==> src/include/eitz_pkg.sv <==
// Package: register map, field positions, reset values and timing counts
package eitz_pkg;

  // ************************************************************
  // Register word addresses (byte offsets on APB)
  // ************************************************************
  localparam logic [11:0] EITZ_ADDR_MAIN = 12'h000;   // Main irq control
  localparam logic [11:0] EITZ_ADDR_SECOND = 12'h004; // Second irq control
  localparam logic [11:0] EITZ_ADDR_THIRD = 12'h008;  // Third irq control
  localparam logic [11:0] EITZ_ADDR_PCE = 12'h00c;    // Pin change enable
  localparam logic [11:0] EITZ_ADDR_TCTL = 12'h010;   // Timer control
  localparam logic [11:0] EITZ_ADDR_TLOW = 12'h014;   // Count low byte
  localparam logic [11:0] EITZ_ADDR_THIGH = 12'h018;  // Count high buffer
  localparam logic [11:0] EITZ_ADDR_PWR = 12'h01c;    // Power mode / wake

  // ************************************************************
  // Main irq control fields
  // ************************************************************
  localparam int EITZ_MAIN_GIE = 7;       // Global irq enable
  localparam int EITZ_MAIN_TOIE = 5;      // Timer overflow enable
  localparam int EITZ_MAIN_E0IE = 4;      // Ext zero enable
  localparam int EITZ_MAIN_PCIE = 3;      // Port change enable
  localparam int EITZ_MAIN_TOIF = 2;      // Timer overflow flag
  localparam int EITZ_MAIN_E0IF = 1;      // Ext zero flag
  localparam int EITZ_MAIN_PCIF = 0;      // Port change flag

  // ************************************************************
  // Second irq control fields
  // ************************************************************
  localparam int EITZ_SEC_POL0 = 6;       // Polarity bits 6..3 for pins 0..3
  localparam int EITZ_SEC_TOIP = 2;       // Timer overflow priority
  localparam int EITZ_SEC_E3IP = 1;       // Ext three priority
  localparam int EITZ_SEC_PCIP = 0;       // Port change priority

  // ************************************************************
  // Third irq control fields
  // ************************************************************
  localparam int EITZ_THR_E2IP = 7;       // Ext two priority
  localparam int EITZ_THR_E1IP = 6;       // Ext one priority
  localparam int EITZ_THR_IE1 = 3;        // Enables 3..5 for pins 1..3
  localparam int EITZ_THR_IF1 = 0;        // Flags 0..2 for pins 1..3

  // ************************************************************
  // Timer control fields
  // ************************************************************
  localparam int EITZ_TCTL_ON = 7;        // Timer run
  localparam int EITZ_TCTL_8BIT = 6;      // 1 = 8-bit mode
  localparam int EITZ_TCTL_SRC = 5;       // Source select
  localparam int EITZ_TCTL_EDGE = 4;      // Counter edge select

  // ************************************************************
  // Reset values and masks
  // ************************************************************
  localparam logic [7:0] EITZ_RST_MAIN = 8'h00;
  localparam logic [7:0] EITZ_RST_SECOND = 8'hff;
  localparam logic [7:0] EITZ_RST_THIRD = 8'hc0;
  localparam logic [7:0] EITZ_RST_PCE = 8'h00;
  localparam logic [7:0] EITZ_RST_TCTL = 8'hff;
  localparam logic [7:0] EITZ_PCE_MASK = 8'hf0;   // Bits 3..0 read zero

  // ************************************************************
  // Timing
  // ************************************************************
  localparam int EITZ_CLK_HZ = 50000000;          // System clock
  localparam int EITZ_CLK_PER_INSTR = 4;          // Clocks per instruction cycle
  localparam int EITZ_WR_INHIBIT_INSTR = 2;       // Instr cycles held after write
  localparam logic [3:0] EITZ_WR_INHIBIT_CLKS = 4'(EITZ_WR_INHIBIT_INSTR * EITZ_CLK_PER_INSTR);

  // Synchronised input bundle
  typedef struct packed {
    logic [3:0] ext;    // Ext irq pins
    logic [3:0] port;   // Port b pins 7..4
    logic cnt;          // Counter clock pin
  } eitz_pins_type;

endpackage

==> src/eitz_top.sv <==
// Edge interrupts, port change interrupt and timer zero behind an APB slave
//
// Contract
// (RL1) Ext pin edge polarity: 1 rising, 0 falling
// (RL2) Valid edge sets flag; enable masks it
// (RL3) Software clears flag before re-enabling
// (RL4) Enabled ext irq wakes from power mode
// (RL5) Vector after wake only if global enabled
// (RL6) Ext one/two/three priority bits fixed positions
// (RL7) Ext zero always high priority
// (RL8) 8-bit overflow FFh to 00h sets flag
// (RL9) 16-bit overflow FFFFh to 0000h sets flag
// (RL10) Overflow irq enable and priority bits
// (RL11) Port pins 7..4 change sets flag
// (RL12) Port change needs common and pin enable
// (RL13) Port change priority from its bit
// (RL14) Pin enable bits 7..4; 3..0 read zero
// (RL15) Source 0 counts every internal clock
// (RL16) Count write inhibits two instruction cycles
// (RL17) Source 1 counts pin edges, select edge
// (RL18) Counter pin synchronised before counting
// (RL19) Low read latches true high byte
// (RL20) Low write loads high from buffer
// (RL21) Pins pass two-stage synchroniser
// (RL22) Change compares level with previous cycle
`timescale 1ns/10ps
`default_nettype none
module eitz_top
  import eitz_pkg::*;
(
  // Clock and reset
  input wire logic CLK_SYS_I,
  input wire logic RSTN_I,
  // APB slave
  input wire logic PSEL_I,
  input wire logic PENABLE_I,
  input wire logic PWRITE_I,
  input wire logic [11:0] PADDR_I,
  input wire logic [31:0] PWDATA_I,
  output logic [31:0] PRDATA_O,
  output logic PREADY_O,
  output logic PSLVERR_O,
  // External pins
  input wire logic [3:0] EXT_IRQ_PIN_I,
  input wire logic [3:0] PORT_B_PINS_I,
  input wire logic COUNTER_CLOCK_PIN_I,
  // Processor side
  output logic IRQ_HIGH_O,
  output logic IRQ_LOW_O,
  output logic WAKE_O
);

  // ************************************************************
  // Registers
  // ************************************************************
  logic [7:0] main_q;            // Main irq control
  logic [7:0] second_q;          // Second irq control
  logic [7:0] third_q;           // Third irq control
  logic [7:0] pce_q;             // Pin change enable
  logic [7:0] tctl_q;            // Timer control
  logic [7:0] high_buf_q;        // Count high buffer
  logic [15:0] count_q;          // True count
  logic [3:0] inhibit_q;         // Write inhibit counter
  logic sleep_q;                 // Power managed mode
  logic [3:0] wake_en_q;         // Enables captured at sleep entry
  logic wake_q;                  // Wake pulse
  logic [31:0] prdata_q;         // Read data
  eitz_pins_type sync1_q;        // First sync stage
  eitz_pins_type sync2_q;        // Second sync stage
  eitz_pins_type prev_q;         // Previous synced level

  // ************************************************************
  // Bus decode
  // ************************************************************
  logic acc;                     // Access phase
  logic wr;                      // Write strobe
  logic rd;                      // Read strobe
  logic mapped;                  // Address hits a register
  assign acc = PSEL_I & PENABLE_I;
  assign wr = acc & PWRITE_I;
  assign rd = acc & ~PWRITE_I;
  assign PREADY_O = 1'b1;
  assign PSLVERR_O = acc & ~mapped;
  assign PRDATA_O = prdata_q;

  // Address hit helper
  function automatic logic hit(input logic [11:0] a, input logic [11:0] r);
    hit = (a == r);
  endfunction

  assign mapped = hit(PADDR_I, EITZ_ADDR_MAIN) | hit(PADDR_I, EITZ_ADDR_SECOND) |
                  hit(PADDR_I, EITZ_ADDR_THIRD) | hit(PADDR_I, EITZ_ADDR_PCE) |
                  hit(PADDR_I, EITZ_ADDR_TCTL) | hit(PADDR_I, EITZ_ADDR_TLOW) |
                  hit(PADDR_I, EITZ_ADDR_THIGH) | hit(PADDR_I, EITZ_ADDR_PWR);

  logic wr_main, wr_third, wr_low, rd_low; // Register strobes
  assign wr_main = wr & hit(PADDR_I, EITZ_ADDR_MAIN);
  assign wr_third = wr & hit(PADDR_I, EITZ_ADDR_THIRD);
  assign wr_low = wr & hit(PADDR_I, EITZ_ADDR_TLOW);
  assign rd_low = rd & hit(PADDR_I, EITZ_ADDR_TLOW);

  // ************************************************************
  // Input synchroniser
  // ************************************************************
  eitz_pins_type pins_raw;       // Raw pin bundle
  assign pins_raw = '{ext: EXT_IRQ_PIN_I, port: PORT_B_PINS_I, cnt: COUNTER_CLOCK_PIN_I};

  // Two stages, then a history stage for edges
  always_ff @(posedge CLK_SYS_I or negedge RSTN_I) begin
    if (!RSTN_I) begin
      sync1_q <= '0;
      sync2_q <= '0;
      prev_q <= '0;
    end else begin
      sync1_q <= pins_raw; // RL21
      sync2_q <= sync1_q; // RL21 RL18
      prev_q <= sync2_q;
    end
  end

  // ************************************************************
  // Event detection
  // ************************************************************
  logic [3:0] ext_edge;          // Valid ext edges
  logic [3:0] pol;               // Polarity per pin
  logic pc_event;                // Port change event
  logic cnt_edge;                // Counter pin edge
  genvar g;
  generate
    for (g = 0; g < 4; g++) begin : g_ext
      assign pol[g] = second_q[EITZ_SEC_POL0 - g];
      // Rising when polarity 1, falling when 0
      assign ext_edge[g] = pol[g] ? (sync2_q.ext[g] & ~prev_q.ext[g]) :
                                    (~sync2_q.ext[g] & prev_q.ext[g]); // RL1
    end
  endgenerate
  // Enabled pins that differ from last cycle
  assign pc_event = |((sync2_q.port ^ prev_q.port) & pce_q[7:4]); // RL22 RL11 RL14
  // Rising when edge select 0, falling when 1
  assign cnt_edge = tctl_q[EITZ_TCTL_EDGE] ? (~sync2_q.cnt & prev_q.cnt) :
                                             (sync2_q.cnt & ~prev_q.cnt); // RL17

  // ************************************************************
  // Timer zero
  // ************************************************************
  logic tick;                    // Count enable this cycle
  logic ovf;                     // Overflow this cycle
  logic is8;                     // 8-bit mode
  assign is8 = tctl_q[EITZ_TCTL_8BIT];
  assign tick = tctl_q[EITZ_TCTL_ON] & (inhibit_q == 4'h0) & ~wr_low &
                (tctl_q[EITZ_TCTL_SRC] ? cnt_edge : 1'b1); // RL15 RL17 RL16
  assign ovf = tick & (is8 ? (count_q[7:0] == 8'hff) : (count_q == 16'hffff)); // RL8 RL9

  // Count, with buffered high byte writes
  always_ff @(posedge CLK_SYS_I or negedge RSTN_I) begin
    if (!RSTN_I) begin
      count_q <= 16'h0000;
    end else if (wr_low) begin
      // High byte from buffer at the same moment in 16-bit mode
      count_q <= {is8 ? count_q[15:8] : high_buf_q, PWDATA_I[7:0]}; // RL20
    end else if (tick) begin
      if (is8) begin
        count_q <= {count_q[15:8], 8'(count_q[7:0] + 8'h01)}; // RL8
      end else begin
        count_q <= 16'(count_q + 16'h0001); // RL9
      end
    end
  end

  // Inhibit counter after a count write
  always_ff @(posedge CLK_SYS_I or negedge RSTN_I) begin
    if (!RSTN_I) begin
      inhibit_q <= 4'h0;
    end else if (wr_low) begin
      inhibit_q <= EITZ_WR_INHIBIT_CLKS; // RL16
    end else if (inhibit_q != 4'h0) begin
      inhibit_q <= 4'(inhibit_q - 4'h1);
    end
  end

  // High buffer: written by software, loaded on low reads in 16-bit mode
  always_ff @(posedge CLK_SYS_I or negedge RSTN_I) begin
    if (!RSTN_I) begin
      high_buf_q <= 8'h00;
    end else if (rd_low & ~is8) begin
      high_buf_q <= count_q[15:8]; // RL19
    end else if (wr & hit(PADDR_I, EITZ_ADDR_THIGH)) begin
      high_buf_q <= PWDATA_I[7:0];
    end
  end

  // ************************************************************
  // Control registers and flags (set wins over clear)
  // ************************************************************
  logic [7:0] main_d;            // Next main control
  logic [7:0] third_d;           // Next third control
  always_comb begin
    main_d = wr_main ? PWDATA_I[7:0] : main_q;
    third_d = wr_third ? PWDATA_I[7:0] : third_q;
    main_d[EITZ_MAIN_TOIF] = main_d[EITZ_MAIN_TOIF] | ovf;
    main_d[EITZ_MAIN_E0IF] = main_d[EITZ_MAIN_E0IF] | ext_edge[0]; // RL2
    main_d[EITZ_MAIN_PCIF] = main_d[EITZ_MAIN_PCIF] | pc_event; // RL11
    third_d[EITZ_THR_IF1 +: 3] = third_d[EITZ_THR_IF1 +: 3] | ext_edge[3:1]; // RL2
    third_d[5:3] = third_d[5:3];
  end

  // Main and third control
  always_ff @(posedge CLK_SYS_I or negedge RSTN_I) begin
    if (!RSTN_I) begin
      main_q <= EITZ_RST_MAIN;
      third_q <= EITZ_RST_THIRD;
    end else begin
      main_q <= main_d;
      third_q <= third_d;
    end
  end

  // Plain software registers
  always_ff @(posedge CLK_SYS_I or negedge RSTN_I) begin
    if (!RSTN_I) begin
      second_q <= EITZ_RST_SECOND;
      pce_q <= EITZ_RST_PCE;
      tctl_q <= EITZ_RST_TCTL;
    end else if (wr) begin
      if (hit(PADDR_I, EITZ_ADDR_SECOND)) begin
        second_q <= PWDATA_I[7:0];
      end
      if (hit(PADDR_I, EITZ_ADDR_PCE)) begin
        pce_q <= PWDATA_I[7:0] & EITZ_PCE_MASK; // RL14
      end
      if (hit(PADDR_I, EITZ_ADDR_TCTL)) begin
        tctl_q <= PWDATA_I[7:0];
      end
    end
  end

  // ************************************************************
  // Interrupt requests and priority
  // ************************************************************
  logic [3:0] ext_en;            // Ext enables
  logic [3:0] ext_flag;          // Ext flags
  logic [3:0] ext_pri;           // Ext priorities
  logic [3:0] ext_req;           // Ext requests
  logic to_req, pc_req;          // Timer and port requests
  logic hi_any, lo_any;          // Per level requests
  assign ext_en = {third_q[5:3], main_q[EITZ_MAIN_E0IE]};
  assign ext_flag = {third_q[2:0], main_q[EITZ_MAIN_E0IF]};
  assign ext_pri = {second_q[EITZ_SEC_E3IP], third_q[EITZ_THR_E2IP],
                    third_q[EITZ_THR_E1IP], 1'b1}; // RL6 RL7
  assign ext_req = ext_en & ext_flag; // RL2 RL3
  assign to_req = main_q[EITZ_MAIN_TOIE] & main_q[EITZ_MAIN_TOIF]; // RL10
  assign pc_req = main_q[EITZ_MAIN_PCIE] & main_q[EITZ_MAIN_PCIF]; // RL12
  assign hi_any = |(ext_req & ext_pri) | (to_req & second_q[EITZ_SEC_TOIP]) |
                  (pc_req & second_q[EITZ_SEC_PCIP]); // RL10 RL13
  assign lo_any = |(ext_req & ~ext_pri) | (to_req & ~second_q[EITZ_SEC_TOIP]) |
                  (pc_req & ~second_q[EITZ_SEC_PCIP]);
  // Vector only when global enable is set
  assign IRQ_HIGH_O = main_q[EITZ_MAIN_GIE] & hi_any & ~sleep_q; // RL5
  assign IRQ_LOW_O = main_q[EITZ_MAIN_GIE] & lo_any & ~sleep_q; // RL5
  assign WAKE_O = wake_q;

  // ************************************************************
  // Power managed mode and wake
  // ************************************************************
  // Sleep entered by writing bit 0; ext flag with pre-set enable wakes
  always_ff @(posedge CLK_SYS_I or negedge RSTN_I) begin
    if (!RSTN_I) begin
      sleep_q <= 1'b0;
      wake_en_q <= 4'h0;
      wake_q <= 1'b0;
    end else begin
      wake_q <= 1'b0;
      if (sleep_q && (|(wake_en_q & ext_flag))) begin
        sleep_q <= 1'b0; // RL4
        wake_q <= 1'b1;
      end else if (wr & hit(PADDR_I, EITZ_ADDR_PWR) & PWDATA_I[0] & ~sleep_q) begin
        sleep_q <= 1'b1;
        wake_en_q <= ext_en; // RL4
      end
    end
  end

  // ************************************************************
  // Read data
  // ************************************************************
  logic [7:0] rd_byte;           // Selected byte
  always_comb begin
    rd_byte = 8'h00;
    case (PADDR_I)
      EITZ_ADDR_MAIN: rd_byte = main_q;
      EITZ_ADDR_SECOND: rd_byte = second_q;
      EITZ_ADDR_THIRD: rd_byte = third_q;
      EITZ_ADDR_PCE: rd_byte = pce_q & EITZ_PCE_MASK; // RL14
      EITZ_ADDR_TCTL: rd_byte = tctl_q;
      EITZ_ADDR_TLOW: rd_byte = count_q[7:0];
      EITZ_ADDR_THIGH: rd_byte = high_buf_q; // RL19
      EITZ_ADDR_PWR: rd_byte = {7'h00, sleep_q};
      default: rd_byte = 8'h00;
    endcase
  end

  // Registered read data, captured in setup phase
  always_ff @(posedge CLK_SYS_I or negedge RSTN_I) begin
    if (!RSTN_I) begin
      prdata_q <= 32'h00000000;
    end else if (PSEL_I & ~PENABLE_I & ~PWRITE_I) begin
      prdata_q <= {24'h000000, rd_byte};
    end
  end

endmodule
`default_nettype wire

==> config.mk <==
export PLATFORM = sky130hd
export DESIGN_NAME = eitz_top
export DESIGN_NICKNAME = d
export VERILOG_FILES = /design/src/include/eitz_pkg.sv /design/src/eitz_top.sv
export SDC_FILE = /design/constraint.sdc
export NUM_CORES = 1
export LEC_CHECK = 0
export BUFFER_PORTS_ARGS = -buffer_cell sky130_fd_sc_hd__buf_2
export CAP_MARGIN = 15
export CORE_MARGIN = 8
export CORE_UTILIZATION = 25
export CTS_CLUSTER_DIAMETER = 120
export DETAILED_ROUTE_END_ITERATION = 10
export HOLD_SLACK_MARGIN = 0.08
export SYNTH_ARGS = -nofsm -noshare
export SYNTH_HDL_FRONTEND = slang
export SYNTH_SLANG_ARGS = --single-unit
==> constraint.sdc <==
create_clock -name CLK_SYS_I -period 2.1 [get_ports CLK_SYS_I]
set_input_delay 0.105 -clock CLK_SYS_I [delete_from_list [all_inputs] [get_ports CLK_SYS_I]]
set_output_delay 0.105 -clock CLK_SYS_I [all_outputs]
set_load 0.005 [all_outputs]
### Word-level counts from Yosys, hierarchy flattened

Cells that the tools add are included.

| storage, ports and cells | value |
|---|---|
| output and inout bits | 37 |
| register bits | 105 |
| bits of input ports | 58 |

| operators by class | value |
|---|---|
| multiplexer cells | 21 |
| bitwise operators | 80 |
| reductions and logical operators | 17 |
| eq/ne operators | 11 |
| add/sub/neg operators | 3 |

Operators by type and width:

| kind | count |
|---|---|
| 8-bit case mux with 8 select lines | 1 |
| 12-bit by 5-bit == test with 1-bit output (second input constant) | 4 |
| 16-bit two-way mux | 3 |
| 1-bit bitwise AND | 39 |
| 12-bit by 4-bit == test with 1-bit output (second input constant) | 2 |
| 8-bit two-way mux | 3 |
| 4-bit bitwise AND | 5 |
| 1-bit NOT | 19 |
| 16-bit by 1-bit adder with 16-bit output (second input constant) | 1 |
| 16-bit == test (second input constant) | 1 |
| 4-bit OR reduction | 4 |
| 1-bit OR | 14 |
| 12-bit by 3-bit == test with 1-bit output (second input constant) | 1 |
| 12-bit zero test | 1 |
| 1-bit two-way mux | 10 |
| 8-bit by 1-bit adder with 8-bit output (second input constant) | 1 |
| 8-bit == test (second input constant) | 1 |
| 4-bit two-way mux | 2 |
| 2-bit AND reduction | 4 |
| 2-bit nonzero test | 4 |
| 3-bit two-way mux | 2 |
| 4-bit zero test | 1 |
| 2-bit != test (second input constant) | 2 |
| 4-bit NOT | 1 |
| other kinds (6) | 6 |

### Longest topological paths before layout

Gate-level depths: netlist of the first run.

| logic depth | value |
|---|---|
| depth in word-level cells | 10 |
| depth in mapped cells | 8 |
| mapped depth without buffers | 7 |

### Least setup slack after synthesis of the first run

Ideal clock, no wire load.

| timing path | value |
|---|---|
| kind | register to register |
| from | register inhibit_q[0] |
| to | register count_q[10] |
| setup time | 121 ps |
| arrival time | 1884 ps |
| stages on the path, launching flop included | 8 |
| path slack | 94 ps |
| cells stage by stage | dfrtp_1 > inv_1 > ha_1 > nor3b_1 > o311a_2 > o2111ai_1 > o22a_1 > o22a_1 |

| between the ends | value |
|---|---|
| word-level cells in the longest chain between the ends | 6 |

Ends and longest elaborated chain:

| item | RTL line | source |
|---|---|---|
| from (decl) | eitz_top.sv:63 | `logic [3:0] inhibit_q;` |
| from (signal assigned) | eitz_top.sv:177 | `inhibit_q <= 4'(inhibit_q - 4'h1);` |
| 4-bit zero test (*) | eitz_top.sv:150 | `assign tick = tctl_q[EITZ_TCTL_ON] & (inhibit_q == 4'h0) & ~wr_low &` |
| 1-bit bitwise AND (*) (3 in a row) | eitz_top.sv:150 |  |
| 2-bit != test (no line) or 2-bit nonzero test (tied branches) | n/a |  |
| 3-bit AND reduction (no line) (*) | n/a |  |
| to (signal assigned) | eitz_top.sv:160 | `count_q <= {is8 ? count_q[15:8] : high_buf_q, PWDATA_I[7:0]};` |
| to (signal assigned) | eitz_top.sv:163 | `count_q <= {count_q[15:8], 8'(count_q[7:0] + 8'h01)};` |
| to (signal assigned) | eitz_top.sv:165 | `count_q <= 16'(count_q + 16'h0001);` |
| to (decl) | eitz_top.sv:62 | `logic [15:0] count_q;` |

Mark *: on every way between the ends. The rest lies on a longest branch, timed or not.
A chain may end at the register's enable or synchronous reset.

### Worst setup path in the final report of the first run

| timing path | value |
|---|---|
| from | register inhibit_q[0] |
| to | register count_q[14] |

Same word-level chain as after synthesis.

==> metrics.yaml, run 1 <==
status:
  outcome: "complete, no violations"
run:
  drv_cap: 0
critical_path:
  cpPeakStageDelay_ns: 0.37
  path_common_cell: "o22a_1"
  r2r.worst_path.cells: 7
  reg2reg_to: "count_q[14]"
  cpMaxStageDelayCell: "dfrtp_1"
  path_class: "flip-flop to flip-flop"
  cp.arrival_ns: 2.12
  critPathLaunchType: "flip-flop"
  timing.rr.start: "inhibit_q[0]"
  path_max_fanout: 4
  endpoint_kind: "flip-flop"
  worst-path-buf-inv: 1
  critical-path-top-delay-family: "compound AO/OA/AOI/OAI gates"
  crit_chain: "inv_1 > ha_1 > nor3b_2 > o311a_2 > o2111ai_2 > o22a_1 > o22a_1"
  regToRegSetupSlack_ns: 0.22
  crit_required_ns: 2.35
pwr:
  seq_power_share: 0.512
  clkPwrFrac: 0.396
  p_per_area_mw_per_mm2: 682
  switching_power_mw: 1.07
  total_power_mw: 4.17
  switching_share: 0.257
  comb_power_share: 0.092
  internal_power_mw: 3.10
  leakagePower_nw: 2.68
  ir_drop_mv: 0.340
floorplanning:
  die_height_um: 159
  pin_count: 95
  dieArea_sq_mm: 0.0252
  fp.dieW_um: 159
  fp.coreArea_sq_mm: 0.0201
  rows: 52
  initial_core_util: 0.254
sta:
  hold_viol: 0
  period_share: 0.893
  relSlewSlack: 0.615
  slew_violations: 0
  skew_ns: 0.0122
  post-route-min-period_ns: 1.88
  worstMarginPinSlew_ns: 0.577
  setup_viol: 0
  rsz0062_at_grt: "false"
  setup-tns-final_ns: 0
  fmax_mhz: 533
yosys:
  synth_ff_type: "dfrtp_1"
  synth-edff-count: 0
  ys_types: 59
  syn_avg_cell_area_sq_um: 11.2
  async_reset_ff_frac: 1.00
  synth_warnings: 0
  ys_ff_latch: 105
  ys_seq_area_frac: 0.519
  synthCells: 454
  syn_area_sq_mm: 0.00510
final_layout:
  fin_nets: 585
  antenna_cells: 0
  layout_commonest_cell: "dfrtp_1"
  drive_above_1_share: 0.277
  final_cell_mix: "87 x dfrtp_1, 44 x buf_2, 32 x nand2_1"
  final_util: 0.304
  syn2layout_area_growth_pct: 19.8
grt:
  grt_overflow: 0
  grt_pass1_wl_um: 21500
  grt_pass1_vias: 3765
  grt_max_degree: 84
  track_usage: 0.106
  grt_antenna_before_repair: 0
route:
  drcViolationCount: 0
  drtIter0Drc: 395
  drt_first_pass_iters: 6
  wl_per_cell_um: 16.6
  postRouteAntennaNets: 0
  drt_wl_total_um: 13300
  routed_via_density: 4.67
  vias: 3732
cts:
  path_clk_slew_ns: 0.07
  cts_sinks: 105
  clock_latency_ns: 0.36
  root_buffer: "clkbuf_16"
  clock_path_buffers: 2
  htreeDepth: 3
  cts_inserted_buffers: 9
  tritoncts: "built"
  cts_setup_buffers: 0
min_path:
  min_from: "PWDATA_I[5]"
  hold_class: "primary input to flip-flop"
  min_path_cells: 3
  min_to: "tctl_q[5]"
placement:
  port-buffer-count: 45
  place_congestion: 0.841
  hpwl_um: 9670
power groups by stage:
stage | sequential, mW | clock [mW] | combinational [mW]
2_1_floorplan | 2.16 | 0 | 0.238
3_3_place_gp | 2.17 | 0 | 0.357
3_5_place_dp | 2.17 | 0 | 0.362
4_1_cts | 2.13 | 1.71 | 0.384
5_1_grt | 2.15 | 1.78 | 0.434
6_report | 2.14 | 1.65 | 0.381
synthesized netlist by cell type (3+ instances only):
library cell / instances / area (sq um)
nand3_1: 9 / 45.0
clkbuf_1: 11 / 41.3
a221oi_1: 5 / 43.8
a22oi_1: 8 / 60.1
xor2_1: 10 / 87.6
o21ai_0: 12 / 60.1
o211ai_1: 3 / 22.5
and3_1: 11 / 68.8
o22ai_1: 5 / 31.3
o22a_1: 10 / 87.6
mux2i_1: 25 / 250
nand2b_1: 3 / 18.8
nor2b_1: 3 / 18.8
nor3_1: 10 / 50.1
buf_4: 26 / 195
nor4_1: 3 / 18.8
nand2_1: 32 / 120
dfrtp_1: 87 / 2180
buf_2: 7 / 35.0
mux2_4: 5 / 75.1
nor2_1: 28 / 105
and4_1: 3 / 26.3
a21oi_1: 26 / 130
mux2_2: 31 / 349
and2_1: 4 / 25.0
inv_1: 4 / 15.0
a222oi_1: 3 / 30.0
dfstp_2: 18 / 473
nor3b_1: 3 / 22.5
a31oi_1: 7 / 43.8
nand4_1: 7 / 43.8
how the worst max path moves through the flow:
stage                 start           to  slack (ns)  depth (start not counted)
2_1_floorplan  inhibit_q[0]  count_q[10]        0.09                          7
3_3_place_gp   inhibit_q[0]  count_q[14]        0.08                          7
3_5_place_dp   inhibit_q[0]  count_q[10]        0.07                          7
4_1_cts        inhibit_q[0]  count_q[14]        0.05                          7
5_1_grt        inhibit_q[0]   count_q[4]        0.06                          8
6_report       inhibit_q[0]  count_q[14]        0.22                          7
cell type report:
type                       instances  area (sq um)
sequential                       105          2650
clock buffer                      10           229
fill                            2050         14000
multi-input combinational        323          2250
clock inverter                     6          62.6
tap                              270           338
inverter                           4          15.0
timing repair buffer              82           566
stage by stage:
step	hold slack [ns]	std cells	setup WS [ns]	area (sq um)
after floorplan	-0.191	477	0.0945	5190
after global placement	0.0286	770	0.0798	5670
after detailed placement	0.0318	770	0.0676	5670
after CTS	0.0807	800	0.0497	6100
after global routing	0.117	800	0.0606	6110
final	0.0989	800	0.224	6110
metal layers:
layer  up-vias  wire [um]  track usage
met5         -          0            0
met4         0        208       0.0299
met3        15        758       0.0305
met2       102       6260        0.170
met1      1855       6050        0.136
li1       1760          -            -
flip-flops by register name, summed over array words and instances (netlist names), 4 cells and up:
| signal | count |
|---|---|
| wake_en_q | 4 |
| count_q | 16 |
| prev_q | 9 |
| pce_q | 4 |
| sync1_q | 9 |
| main_q | 8 |
| inhibit_q | 4 |
| third_q | 8 |
| sync2_q | 9 |
| second_q | 8 |
| high_buf_q | 8 |
| tctl_q | 8 |
| PRDATA_O | 8 |
repair_timing:
action	4_1_cts	5_1_grt
resized for setup	0	2
hold buffers	14	0
endpoints found under the hold margin	35	0
setup endpoints to repair	0	7
worst min-delay path: stages:
cell and delay, ns:
buf_2 0.18, nand2_1 0.08, o21ai_0 0.07
logic make-up (layout without fill, tap and decap cells):
| family | after synthesis | in the layout | share of synthesized area |
|---|---|---|---|
| flops | 105 | 105 | 0.519 |
| xor+xnor | 12 | 12 | 0.0206 |
| mux | 61 | 61 | 0.132 |
| fa+ha+maj | 2 | 2 | 0.00490 |
| buf+inv | 49 | 102 | 0.0584 |
| simple gates | 130 | 130 | 0.140 |
| compound gates | 93 | 93 | 0.123 |
| other cells | 2 | 25 | 0.00147 |
No activity file was read; power rests on OpenSTA's default activity.
==> run 2: changes to the inputs <==
- ABC_AREA: unset -> 1
- CORE_ASPECT_RATIO: unset -> 1.4
==> metrics.yaml, run 2 <==
pwr:
  leakagePower_nw: 3.19  # +19%
  total_power_mw: 4.29  # +2.8%
  p_per_area_mw_per_mm2: 651  # -4.5%
  ir_drop_mv: 0.342  # +0.57%
status:
  outcome: "complete, no violations"
critical_path:
  critical-path-top-delay-family: "flip-flops"
  r2r.worst_path.cells: 9  # +2
  path_class: "flip-flop to output port"
  worst-path-buf-inv: 1  # unchanged
  cpPeakStageDelay_ns: 0.57  # +0.20 ns
  crit_chain: "nand3_1 > nand2_1 > a31oi_1 > a41oi_1 > buf_2"
  regToRegSetupSlack_ns: 0.48  # +0.26 ns
  endpoint_kind: "output port"
  timing.rr.start: "count_q[0]"
  reg2reg_to: "count_q[12]"
  cpMaxStageDelayCell: "dfstp_2"
  path_max_fanout: 4  # unchanged
  critPathLaunchType: "flip-flop"
  cp.arrival_ns: 1.54  # -0.58 ns
  cp-startpoint: "second_q[1]"
  crit_required_ns: 2.00  # -0.35 ns
sta:
  skew_ns: 0.0109  # -0.00125 ns
  hold_viol: 0  # unchanged
  post-route-min-period_ns: 1.64  # -0.232 ns
  relSlewSlack: 0.667  # +0.0516
  period_share: 0.783  # -0.110
  fmax_mhz: 608  # +14%
  worstMarginPinSlew_ns: 0.497  # -0.0801 ns
  setup-tns-final_ns: 0  # unchanged
  rsz0062_at_grt: "false"
  setup_viol: 0  # unchanged
  slew_violations: 0  # unchanged
placement:
  hpwl_um: 12000  # +24%
  port-buffer-count: 45  # unchanged
  place_congestion: 0.898  # +6.7%
floorplanning:
  dieArea_sq_mm: 0.0275  # +9.1%
  initial_core_util: 0.251  # -0.00230
  pin_count: 95  # unchanged
  die_height_um: 193  # +22%
  fp.dieW_um: 143  # -10%
  fp.coreArea_sq_mm: 0.0223  # +11%
  rows: 65  # +25%
cts:
  cts_inserted_buffers: 9  # unchanged
  path_clk_slew_ns: 0.08  # about the same
  cts_sinks: 105  # unchanged
  cts_setup_buffers: 0  # unchanged
  clock_latency_ns: 0.36  # about the same
  clock_path_buffers: 2  # unchanged
  postCtsHoldBufs: 16  # +2
  post_cts_resize_count: 0  # unchanged
  tritoncts: "built"
  htreeDepth: 3  # unchanged
  root_buffer: "clkbuf_16"
yosys:
  synth_common_cells: "186 x nand2_1, 87 x dfrtp_1, 80 x nand3_1, 80 x nor2_1, 64 x inv_1"
  synth.top_cell.area_share: 0.389  # -0.0382
  synth_area_leader_cell: "dfrtp_1"
  synth_top_family_by_area: "simple AND/OR/NAND/NOR gates"
  synthMuxAreaShare: 0  # -0.132
  synth_xor_area_frac: 0.0109  # -0.00966
  synth.area.top_cells: "dfrtp_1 39%, nand2_1 12%, dfstp_2 8.4%"
  syn_area_sq_mm: 0.00560  # +9.8%
  ys_seq_area_frac: 0.473  # -0.0465
  synth-edff-count: 0  # unchanged
  async_reset_ff_frac: 1.00  # unchanged
  synth-compound-area-share: 0.0907  # -0.0327
  synth-simple-area-share: 0.319  # +0.179
  synthCells: 709  # +56%
  ys_types: 39  # -34%
  ys_ff_latch: 105  # unchanged
  synth_warnings: 0  # unchanged
  synth.most_common_cell: "nand2_1"
  synth_ff_type: "dfrtp_1"
  syn_avg_cell_area_sq_um: 7.90  # -30%
  synth_fa_ha_area_frac: 0.00447  # -0.000439
route:
  drcViolationCount: 0  # unchanged
  drt_wl_total_um: 15500  # +17%
  postRouteAntennaNets: 0  # unchanged
  drt_first_pass_iters: 4  # -2
  drtIter0Drc: 318  # -19%
  routed_via_density: 4.37  # -6.3%
  wl_per_cell_um: 14.3  # -14%
  vias: 4732  # +27%
final_layout:
  n_fill_cell: 2457  # +20%
  top_register: "count_q"
  antenna_cells: 0  # unchanged
  fin_nets: 837  # +43%
  largest_reg_flops: 16  # unchanged
  layout_commonest_cell: "nand2_1"
  final_cell_mix: "186 x nand2_1, 87 x dfrtp_1, 80 x nor2_1, 80 x nand3_1, 64 x inv_1"
  syn2layout_area_growth_pct: 17.5
  drive_above_1_share: 0.164  # -0.114
grt:
  grt_antenna_before_repair: 0  # unchanged
  grt_pass1_wl_um: 24600  # +14%
  grt_max_degree: 40  # -52%
  grt_overflow: 0  # unchanged
  grt_pass1_vias: 4747  # +26%
  track_usage: 0.115  # +0.00951
run:
  drv_cap: 0  # unchanged
min_path:
  min_from: "PENABLE_I"
  min_to: "PRDATA_O[4]"
  hold_class: "primary input to flip-flop"
  min_path_cells: 4  # +1
[run 2: cell types whose count changed after synthesis, sizes merged, moves of 7 or more]
cell / change
a21oi: -20
clkbuf: -10
o211ai: +7
inv: +67
a22oi: -8
o21ai: +57
o22a: -10
mux2: -36
nand3: +78
mux2i: -25
and3: -11
nor2: +61
nand2: +162
[run 2: cells by family after synthesis]
family                     after synthesis
AOI/OAI and AO/OA                       93
xor gates and xnor gates                 7
adders and majority gates                2
buffers and inverters                  111
DFF                                    105
other                                    2
and+or+nand+nor                        389
[run 2: worst max path at each step]
stage	end	slack, ns	cells past startpoint
2_1_floorplan	count_q[10]	0.56	11
3_3_place_gp	third_q[2]	0.48	6
3_5_place_dp	third_q[2]	0.46	6
4_1_cts	IRQ_HIGH_O	0.45	5
5_1_grt	count_q[4]	0.28	9
6_report	IRQ_HIGH_O	0.46	5
[run 2: power by group]
part	internal [mW]	switching [mW]	total [mW]
logic	0.149	0.241	0.391
registers	2.09	0.0380	2.13
clock network	0.868	0.894	1.76
total	3.11	1.17	4.29
[run 2: through the flow]
step / util / area, sq um / hold slack, ns / setup slack (ns) / cells
final: 0.295 / 6580 / 0.0944 / 0.456 / 1083
after global routing: 0.295 / 6580 / 0.136 / 0.283 / 1083
after global placement: 0.274 / 6110 / 0.0544 / 0.484 / 1051
after floorplan: - / 5690 / -0.191 / 0.558 / 732
after detailed placement: 0.274 / 6110 / 0.0521 / 0.465 / 1051
after CTS: 0.295 / 6580 / 0.0862 / 0.454 / 1083
[run 2: cell type report]
type                    instances  area, sq um  share of cell area
flip-flops and latches        105         2650               0.403
multi-input cells             516         2470               0.376
repair buffers                 72          483              0.0734
well taps                     301          377              0.0572
inverters                      73          284              0.0431
clock buffers                   9          225              0.0342
clock inverters                 7         88.8              0.0135
[run 2: layer usage]
metal | GRT usage | routed length [um]
met5 | 0 | 0
met4 | 0.0644 | 711
met2 | 0.209 | 8010
met1 | 0.126 | 6160
met3 | 0.0192 | 625
[run 2: tightest hold or removal path, delay by kind of cell]
kind	cells	cell delay [ns]
simple gates	3	0.21
buf+inv	1	0.10
